==> src/rtl/udc_cfg.svh <==
// constants for the four-bit up/down counter
`ifndef UDC_CFG_SVH
`define UDC_CFG_SVH

`define UDC_WIDTH 4
`define UDC_RESET_VALUE 4'h0
`define UDC_ZERO 4'h0
`define UDC_ONE 4'h1
`define UDC_MAX_DECADE 4'h9
`define UDC_MAX_BINARY 4'hF

`endif

==> src/rtl/udc_pkg.sv <==
// types shared by the counter modules
package udc_pkg;

   typedef logic [3:0] udc_count_t;

   // gray order along hold -> count -> load -> clear
   typedef enum logic [1:0] {
      UDC_MODE_HOLD = 2'h0,
      UDC_MODE_COUNT = 2'h1,
      UDC_MODE_LOAD = 2'h3,
      UDC_MODE_SCLR = 2'h2
   } udc_mode_t;

endpackage : udc_pkg

==> src/rtl/udc_step_if.sv <==
// state in, neighbour states and end-of-range flags out
`timescale 1ns/1ps
interface udc_step_if;
   udc_pkg::udc_count_t cnt;
   udc_pkg::udc_count_t next_up;
   udc_pkg::udc_count_t next_down;
   logic at_max;
   logic at_zero;

   modport calc (
      input cnt,
      output next_up,
      output next_down,
      output at_max,
      output at_zero
   );

   modport user (
      output cnt,
      input next_up,
      input next_down,
      input at_max,
      input at_zero
   );
endinterface : udc_step_if

==> src/rtl/udc_counter.sv <==
// four-bit synchronous up/down counter, decade or binary variant
//
// Behaviour
// [RULE1] priority: async clear, sync clear, load, count, hold
// [RULE2] async clear low forces state zero immediately
// [RULE3] sync clear low zeroes state next edge
// [RULE4] load low captures preset_in next edge
// [RULE5] both count enables low needed to count
// [RULE6] dir_up high increments, low decrements
// [RULE7] controls sampled only at rising clock edge
// [RULE8] terminal count low at range end, trickle low
// [RULE9] terminal count decoded combinationally from state
// [RULE10] clocked carry low only during clock low
// [RULE11] output enable low shows state, else released
// [RULE12] state keeps running while outputs released
// [RULE13] never clock storage from terminal count
// [RULE14] cascade through terminal count into enables
// [RULE15] decade variant wraps nine to zero
// [RULE16] binary variant wraps fifteen to zero
// [RULE17] parameter picks variant, wrap and maximum
`timescale 1ns/1ps
`include "udc_cfg.svh"
module udc_counter #(
   parameter bit DECADE = 1'b1
) (
   input wire logic clk,
   input wire logic srst,
   input wire logic async_clear_n,
   input wire logic sync_clear_n,
   input wire logic load_n,
   input wire logic count_en_par_n,
   input wire logic count_en_trickle_n,
   input wire logic dir_up,
   input wire logic output_en_n,
   input wire logic [3:0] preset_in,
   output logic [3:0] count_out,
   output logic count_out_oe,
   output logic terminal_count_n,
   output logic clocked_carry_n
);

   localparam udc_pkg::udc_count_t MAX_VAL = DECADE ? `UDC_MAX_DECADE : `UDC_MAX_BINARY;

   udc_pkg::udc_count_t cnt_q;
   udc_pkg::udc_count_t cnt_d;
   udc_pkg::udc_mode_t mode;
   logic count_en;
   logic carry_ready;

   udc_step_if step_bus ();

   udc_step #(
      .DECADE(DECADE)
   ) u_step (
      .s(step_bus)
   );

   assign step_bus.cnt = cnt_q;

   // mode decode; async clear lives on the flop itself
   assign count_en = !count_en_par_n && !count_en_trickle_n; // [RULE5]

   always_comb begin
      if (!sync_clear_n) begin
         mode = udc_pkg::UDC_MODE_SCLR; // [RULE1] [RULE3]
      end else if (!load_n) begin
         mode = udc_pkg::UDC_MODE_LOAD; // [RULE1] [RULE4]
      end else if (count_en) begin
         mode = udc_pkg::UDC_MODE_COUNT; // [RULE1] [RULE5]
      end else begin
         mode = udc_pkg::UDC_MODE_HOLD; // [RULE1]
      end
   end

   always_comb begin
      case (mode)
         udc_pkg::UDC_MODE_SCLR: begin
            cnt_d = `UDC_ZERO; // [RULE3]
         end
         udc_pkg::UDC_MODE_LOAD: begin
            cnt_d = preset_in; // [RULE4]
         end
         udc_pkg::UDC_MODE_COUNT: begin
            cnt_d = dir_up ? step_bus.next_up : step_bus.next_down; // [RULE6]
         end
         udc_pkg::UDC_MODE_HOLD: begin
            cnt_d = cnt_q;
         end
         default: begin
            cnt_d = cnt_q;
         end
      endcase
   end

   // async clear is kept apart from srst so it acts without any edge;
   // only a constant is loaded under it
   always_ff @(posedge clk or negedge async_clear_n) begin
      if (!async_clear_n) begin
         cnt_q <= `UDC_RESET_VALUE; // [RULE2] [RULE1]
      end else if (srst) begin
         cnt_q <= `UDC_RESET_VALUE;
      end else begin
         cnt_q <= cnt_d; // [RULE7] [RULE12]
      end
   end

   // decoded without a flop, so it may spike while the state settles;
   // downstream storage must not be clocked from it
   assign terminal_count_n = !(!count_en_trickle_n &&
      ((dir_up && step_bus.at_max) || (!dir_up && step_bus.at_zero))); // [RULE8] [RULE9]

   assign carry_ready = sync_clear_n && load_n && count_en && !terminal_count_n;

   // gated by the clock low phase, giving a clean pulse for cascading
   assign clocked_carry_n = !(carry_ready && !clk); // [RULE10]

   // the pad drives only while enabled; the state flops keep running
   assign count_out = cnt_q; // [RULE11]
   assign count_out_oe = !output_en_n; // [RULE11] [RULE12]
endmodule : udc_counter

==> src/rtl/udc_step.sv <==
// successor, predecessor and range decode for one counter stage
`timescale 1ns/1ps
`include "udc_cfg.svh"
module udc_step #(
   parameter bit DECADE = 1'b1
) (
   udc_step_if.calc s
);

   localparam udc_pkg::udc_count_t MAX_VAL = DECADE ? `UDC_MAX_DECADE : `UDC_MAX_BINARY;

   assign s.at_max = (s.cnt == MAX_VAL); // [RULE17]
   assign s.at_zero = (s.cnt == `UDC_ZERO);

   // wrap at the variant's maximum; above-range states of the decade
   // variant step through binary, wrapping through zero going up and stepping into range going down
   assign s.next_up = s.at_max ? `UDC_ZERO : s.cnt + `UDC_ONE; // [RULE15] [RULE16]
   assign s.next_down = s.at_zero ? MAX_VAL : s.cnt - `UDC_ONE; // [RULE15] [RULE16]

endmodule : udc_step

==> config.mk <==
export PLATFORM = sky130hd
export DESIGN_NAME = udc_counter
export DESIGN_NICKNAME = d
export VERILOG_FILES = /design/src/rtl/udc_pkg.sv /design/src/rtl/udc_step_if.sv /design/src/rtl/udc_counter.sv /design/src/rtl/udc_step.sv
export VERILOG_INCLUDE_DIRS = /design/src /design/src/rtl
export SDC_FILE = /design/constraint.sdc
export NUM_CORES = 1
export LEC_CHECK = 0
export ABC_CLOCK_PERIOD_IN_PS = 3400
export BUFFER_PORTS_ARGS = -buffer_cell sky130_fd_sc_hd__buf_2
export CAP_MARGIN = 20
export CORE_AREA = 2 2 39 41
export CTS_BUF_LIST = sky130_fd_sc_hd__clkbuf_16
export DETAILED_ROUTE_END_ITERATION = 7
export DIE_AREA = 0 0 41 43
export RECOVER_POWER = 100
export SLEW_MARGIN = 0
export SYNTH_ARGS = -nofsm -noshare
export SYNTH_HDL_FRONTEND = slang
export SYNTH_SLANG_ARGS = --single-unit
==> constraint.sdc <==
create_clock -name clk -period 3.4 [get_ports clk]
set_input_delay 0.51 -clock clk [delete_from_list [all_inputs] [get_ports clk]]
set_output_delay 0.51 -clock clk [all_outputs]
set_load 0.05 [all_outputs]
==> results of run 1 <==
-- cell type report --
type | instances | area share, %
well taps | 16 | 2.873
clock buffers | 7 | 22.08
inverters | 5 | 2.693
repair buffers | 19 | 12.93
flip-flops and latches | 4 | 14.36
multi-input cells | 46 | 45.06
-- worst max-delay path, cell delays in order --
cell and delay (ns):
sky130_fd_sc_hd__clkbuf_16 0.12, sky130_fd_sc_hd__clkbuf_16 0.13, sky130_fd_sc_hd__nand4b_1 0.15, sky130_fd_sc_hd__clkbuf_1 0.31
-- what timing repair did --
item / CTS / global route
setup endpoints to repair: 0 / 0
hold buffers: 1 / 0
hold endpoints to repair: 4 / 0
-- worst min-delay path by stage --
| stage | start | end | cells past startpoint |
|---|---|---|---|
| after floorplan | async_clear_n | count_out[0] | 0 |
| after CTS | preset_in[2] | count_out[2] | 2 |
| after global placement | async_clear_n | count_out[3] | 1 |
| after global routing | preset_in[2] | count_out[2] | 2 |
| final | preset_in[2] | count_out[2] | 2 |
| after detailed placement | async_clear_n | count_out[3] | 1 |
-- logic make-up after synthesis --
group | after synthesis | synth area share (%)
xor+xnor | 1 | 1.945
mux | 1 | 2.500
fa+ha+maj | 4 | 11.11
compound gates | 16 | 25.83
buf+inv | 8 | 8.057
flops | 4 | 22.22
simple gates | 24 | 28.34
-- layer usage --
metal / share of wire, % / up-vias / track usage (%)
met5: 0 / - / 0
met4: 4.1 / 0 / 23.33
met3: 6.6 / 6 / 13.09
met2: 49 / 18 / 28.13
met1: 40 / 241 / 22.12
li1: - / 258 / -
-- placed cells by master, fill, tap and decap left out, types with 2 or more instances in the layout --
master	Yosys	final
sky130_fd_sc_hd__nor2_1	6	6
sky130_fd_sc_hd__a22oi_1	2	2
sky130_fd_sc_hd__nand2b_1	3	3
sky130_fd_sc_hd__clkbuf_1	0	9
sky130_fd_sc_hd__buf_2	2	10
sky130_fd_sc_hd__clkbuf_16	0	6
sky130_fd_sc_hd__nand2_1	4	4
sky130_fd_sc_hd__nor3_1	3	3
sky130_fd_sc_hd__o21ai_0	3	3
sky130_fd_sc_hd__ha_1	4	4
sky130_fd_sc_hd__dfrtp_1	4	4
sky130_fd_sc_hd__inv_1	5	5
sky130_fd_sc_hd__o31ai_1	3	3
sky130_fd_sc_hd__nand3_1	2	2
sky130_fd_sc_hd__a21oi_1	2	2
sky130_fd_sc_hd__a31oi_1	2	2
-- where the power goes --
group / leakage [nW] / switching (mW) / internal [mW] / total, mW
clock: 0.0758 / 0.0626 / 0.304 / 0.367
sequential: 0.0545 / 0.00454 / 0.0498 / 0.0543
combinational: 0.167 / 0.0330 / 0.0172 / 0.0502
total: 0.297 / 0.100 / 0.371 / 0.471
==> summary by stage, run 1 <==
Finish
The total of fill cells in the finished design is 136. The signed area change from the synthesized netlist to the final layout is 54.72%. The number of flip-flops under the largest register name is 4.

After routing the design area is 696.9 um^2. Measured on the finished design, the core utilization comes to around half. 0 antenna diodes ended up in the layout. The share of cells above drive strength 1 is between 20 and 25%. After the flow finishes, the layout carries non-filler instances totaling 97. At the end of the flow, the number of nets in the layout was 100. The multi-input gate area in the final layout is 314.1 um^2. The area used by sequential logic in the layout is 100.1 um^2.

Setup path
The endpoint type of the worst setup path is an output pin. The kind of critical path is clk2out. The worst register-to-register path has a setup slack of 1.78 ns. STA puts the critical path data required time at 2.89 ns. The worst register-to-register path ends at count_out[2].

The start point of the critical path is clk. The nature of the critical path startpoint is a clock port. The destination of the critical timing path is clocked_carry_n. STA puts the critical path data arrival time at 2.41 ns. The launching point of the worst reg2reg path is count_out[0]. The top fanout value on the critical path is 2. The number of cells on the worst reg-to-reg path is 6.

Synthesis
For this run, asynchronously set or reset flops after synthesis account for 100.0%. The library cell with the largest summed area after synthesis is sky130_fd_sc_hd__dfrtp_1. Sorting the synthesized cells by area gives the leading types as sky130_fd_sc_hd__dfrtp_1, sky130_fd_sc_hd__ha_1, sky130_fd_sc_hd__nor2_1. Synthesis instantiated 27 different standard cells from the library. The top cell type's share of synthesized area is 22.22%. The commonest cells after synthesis are sky130_fd_sc_hd__nor2_1, sky130_fd_sc_hd__inv_1, sky130_fd_sc_hd__dfrtp_1, sky130_fd_sc_hd__ha_1, sky130_fd_sc_hd__nand2_1.

The cell area that synthesis handed to floorplanning was 450.4 um^2. The total of warnings raised by yosys is 0. The register bit total from synthesis is 4. The primary flip-flop cell chosen by synthesis mapping is sky130_fd_sc_hd__dfrtp_1. Synthesis produced a netlist whose cell count is 58. For this run, the register share of the synthesized area comes to roughly 22%. In the post-synthesis netlist, the cell with the most instances is sky130_fd_sc_hd__nor2_1. The synthesized area per cell is ~7.8 um^2. Synthesis produced a netlist with a net count of 75.

The number of enable-type register cells in the synthesized netlist is 0.

Route
After detailed routing, the number of remaining DRC violations is 0. The routed layout has 523 vias. The first TritonRoute pass finished after 4 iterations. The routed length per instance is 13.81 um. The number of vias per cell after detailed routing is 5.392. The detail route stage leaves a number of antenna-violating nets equal to 0. The sum of routed wire length over all layers is 1340 um.

The detailed router finished its first iteration with 19 violations.

STA
The number of pins exceeding their max-slew limit in the final report is 0. Setup repair after global routing left no endpoint under its margin. The number of hold-slack violations in the final timing report came to 0. Across all setup checks in the final design, the least slack found is 0.4810 ns.

The number of setup violations in the final report is 0. The worst hold margin is around 0.41 ns. Measured against its own limit, the worst slew margin works out to 60.04%.

The slew at the pin closest to its max-slew limit is 0.6019 ns. Across the routed clock network, the largest skew measured is 0.001288 ns. After routing, the total negative slack on setup checks comes to 0 ns.

GRT
Entering global routing, the biggest net connects 12 pins. The number of antenna violations at the first check in global routing is 0. The all-layer global routing usage is 21.97%. The number of global-route vias before repair is 550. The first-pass GRT wire length is around 2300 um. The aggregate global routing overflow is 0.

Power
IR analysis of the VDD net gives a maximum drop of 0.0003326 V. In this run the power density over the cells is between 600 and 700 nW/um^2. The leakage power summed over all cells is 0.2970 nW.

The total design power is 0.4711 mW.

Clock network
After clock tree synthesis, the repair step resized 0 gates. The clock reaches the later pin of the worst-skew pair after 0.34 ns. The clock-pin slew reported for the worst setup and hold paths after clock tree synthesis is 0.03 ns.

The post-CTS repair timing setup buffer count is 0. TritonCTS built the clock tree.

Floorplan
In this run the horizontal extent of the chip is 41 um. The standard-cell row count is 14. The core region is 1384 um^2.

The die covers 1763 um^2. For this configuration, the core starts out at a cell density of 32.55%. The number of top-level pins is 20. The die is 43 um tall.

Placement
The placed cell area is 548.0 um^2. The last weighted congestion value of the routability-driven placer is 0.8079. The worst setup timing slack at the placement stage is 0.8390 ns. Counting tap cells, the placed design contains a total of 90 instances. The count of input and output buffers is 19. The half-perimeter wire length of the detailed placement result is 911.5 um.

Status
The flow ran to the end, and the final reports show no timing, DRC or antenna violations.

Job
The total of max-cap violations is 0.

Min path
The class of the tightest hold or removal check is in2reg.
Power figures use the tool's default switching activity.
==> run 2, diff against run 1 <==
--- a/config.mk
+++ b/config.mk
@@ -17,4 +17,5 @@
 export SLEW_MARGIN = 0
 export SYNTH_ARGS = -nofsm -noshare
 export SYNTH_HDL_FRONTEND = slang
+export SYNTH_HIERARCHICAL = 1
 export SYNTH_SLANG_ARGS = --single-unit
==> summary by stage, run 2 <==
Status
The run finished with clean final reports.

Synthesis
The async set or reset register ratio after synthesis is 100.0%. The top cell type's share of synthesized area is 24.46%. The synthesized net count is 64. The library cell with the largest summed area after synthesis is sky130_fd_sc_hd__dfrtp_1. In the post-synthesis netlist, the biggest area contributors are sky130_fd_sc_hd__dfrtp_1, sky130_fd_sc_hd__mux2_2, sky130_fd_sc_hd__a221oi_1. The primary flip-flop cell chosen by synthesis mapping is sky130_fd_sc_hd__dfrtp_1. The number of enable-type register cells in the synthesized netlist is 0. Counting flops and latches in the post-synthesis netlist gives 4. The synthesized instance count is 51. The sequential element share of the synthesized area is 24.46%. The synthesized cell area is 409.1 um^2. The number of distinct standard cells referenced by the synthesized netlist is 24. The leading cell type by number of instances after synthesis is sky130_fd_sc_hd__nor3_1. A synthesized cell averages between 8 and 9 um^2. Yosys printed 6 warnings.

Floorplan
The die is 43 um tall. The die covers 1763 um^2. The die is approximately 41 um wide. The initial utilization of the core area, before any placement, comes to 29.57%. Pin placement for this block handled 20 I/O pins. The core area is 1384 um^2. The standard-cell row count is 14.

Route
The sum of routed wire length over all layers is 1208 um. The pre-antenna-repair detailed-routing pass consisted of 4 iterations. The number of DRC markers after the initial detailed-route iteration is 9. The routed length per instance is 13.42 um. The number of vias per cell after detailed routing is 5.378.

In this run the remaining antenna-violating nets after routing total 0. After detailed routing, the number of remaining DRC violations is 0. For this block, the via count after detailed routing is 484.

Placement
Prior to clock tree synthesis, the placed netlist has a worst setup slack of roughly 0.63 ns. Routability-driven placement finished with a final weighted congestion of 0.6862. Once placement finished, the instance area stood at around 510 um^2.

The half-perimeter wire length of the detailed placement result is 762.2 um. The count of input and output buffers is 19. Once placement completed, the tool counted placed cells totaling 83.

Min path
The number of instances on the worst hold path is 3. The tightest min-delay check is of the in2reg type.

STA
The clock arrives with around 0.0040 ns of skew. Adding up every negative setup slack in the final design gives 0 ns. The slew at the pin closest to its max-slew limit is approximately 0.60 ns.

Setup slack on the critical path of the routed design comes to 0.3165 ns. The number of setup violations in the final report is 0. The number of pins exceeding their max-slew limit in the final report was 0. The number of hold-slack violations in the final timing report is 0. In this run the tightest slew margin relative to its limit is 60.47%. Setup repair after global routing left no endpoint under its margin.

Setup path
The slowest cell on the critical path is sky130_fd_sc_hd__or3b_1. The top fanout value on the critical path is 2. The data arrival time of the critical path is 2.57 ns. The kind of critical path is clk2out.

The most numerous cell type found on the critical path is sky130_fd_sc_hd__clkbuf_16. Data on the critical path is required at its endpoint by 2.89 ns. The number of cells on the worst reg-to-reg path is 6. The endpoint type of the worst setup path is an output pin.

The signal on the critical path passes through clkbuf_16, clkbuf_16, or3b_1, clkbuf_2. The nature of the critical path startpoint is a clock port. The longest individual stage delay on the worst path is 0.37 ns.

GRT
The number of antenna violations at the first check in global routing is 0. The first-pass GRT wire length is 2104 um. The number of global-route vias before repair was 498. Entering global routing, the biggest net connects 13 pins. The aggregate global routing overflow is 0. The all-layer global routing usage is between 20% and 30%.

Finish
The filler-free cell count of the finished design is 90. Leaving out fill and tap cells, the most frequent cell in the layout is sky130_fd_sc_hd__buf_2. In the layout the commonest cells are sky130_fd_sc_hd__buf_2, sky130_fd_sc_hd__clkbuf_1, sky130_fd_sc_hd__nor3_1, sky130_fd_sc_hd__clkbuf_16. The finished cells cover 660.6 um^2. The share of cells above drive strength 1 is 28.38%. The number of flip-flops under the largest register name is 4. From synthesis to final layout, the design area changed by 61.47%. 0 antenna diodes ended up in the layout.

The total number of nets in the final design is 89.

Power
VDD sags by at most 0.0006147 V. The leakage power summed over all cells is 0.2889 nW. The power per cell area is roughly 700 nW/um^2.

Clock network
The clock latency on the worst-skew pair is between 0.3 and 0.4 ns. The post-CTS repair timing setup buffer count is 0. The clock-pin slew reported for the worst setup and hold paths after clock tree synthesis is 0.03 ns. The TritonCTS clock tree is yes.

Job
The total of max-cap violations is 0.
-- run 2: layout make-up --
| type | count | area (um^2) |
|---|---|---|
| clock buffer | 7 | 155.1 |
| sequential | 4 | 100.1 |
| multi-input combinational | 40 | 279.0 |
| fill | 139 | 723.2 |
| timing repair buffer | 19 | 91.34 |
| tap | 16 | 20.02 |
| inverter | 4 | 15.01 |
-- run 2: timing repair --
| item | CTS | global route |
|---|---|---|
| hold buffers | 1 | 0 |
| resized for setup | 0 | 0 |
| hold endpoints to repair | 4 | 0 |
-- run 2: worst paths after layout --
kind                                from               to  slack, ns
max reg2reg                 count_out[0]     count_out[3]       1.65
min in group asynchronous  async_clear_n     count_out[0]       0.53
min reg2reg                 count_out[2]     count_out[2]       0.70
max in group asynchronous  async_clear_n     count_out[1]       2.69
max                                  clk  clocked_carry_n       0.32
min                                 srst     count_out[1]       0.51
-- run 2: logic make-up after synthesis --
kind of cell,count (synthesis),share of synthesized area [%]
AOI/OAI and AO/OA,12,21.10
xor gates and xnor gates,2,4.282
buffers and inverters,7,7.337
DFF,4,24.47
muxes,6,15.90
and+or+nand+nor,20,26.91
-- run 2: critical path: cells and delay by family --
family	cells	cell delay (ns)
buffers and inverters	3	0.50
AND/OR/NAND/NOR	1	0.37
-- run 2: power by group --
group,total [mW],leakage (nW),switching [mW],internal (mW)
Clock,0.366,0.0784,0.0652,0.301
Sequential,0.0544,0.0547,0.00472,0.0497
Combinational,0.0502,0.156,0.0302,0.0200
-- run 2: layer usage --
metal	GRT usage, %	share of wire, %
met1	20.06	41
met2	25.94	44
met3	11.52	9.4
met5	0	0
met4	23.33	5.4
-- run 2: metrics by stage --
stage | power [mW] | util (%) | hold slack [ns]
final | 0.4707 | 47.74 | 0.5053
after global routing | 0.4896 | 47.74 | 0.5497
after CTS | 0.4808 | 48.37 | 0.4907
after detailed placement | 0.1061 | 36.80 | 0.3172
after global placement | 0.1063 | 36.80 | 0.3145
after floorplan | 0.08979 | - | 0.2144
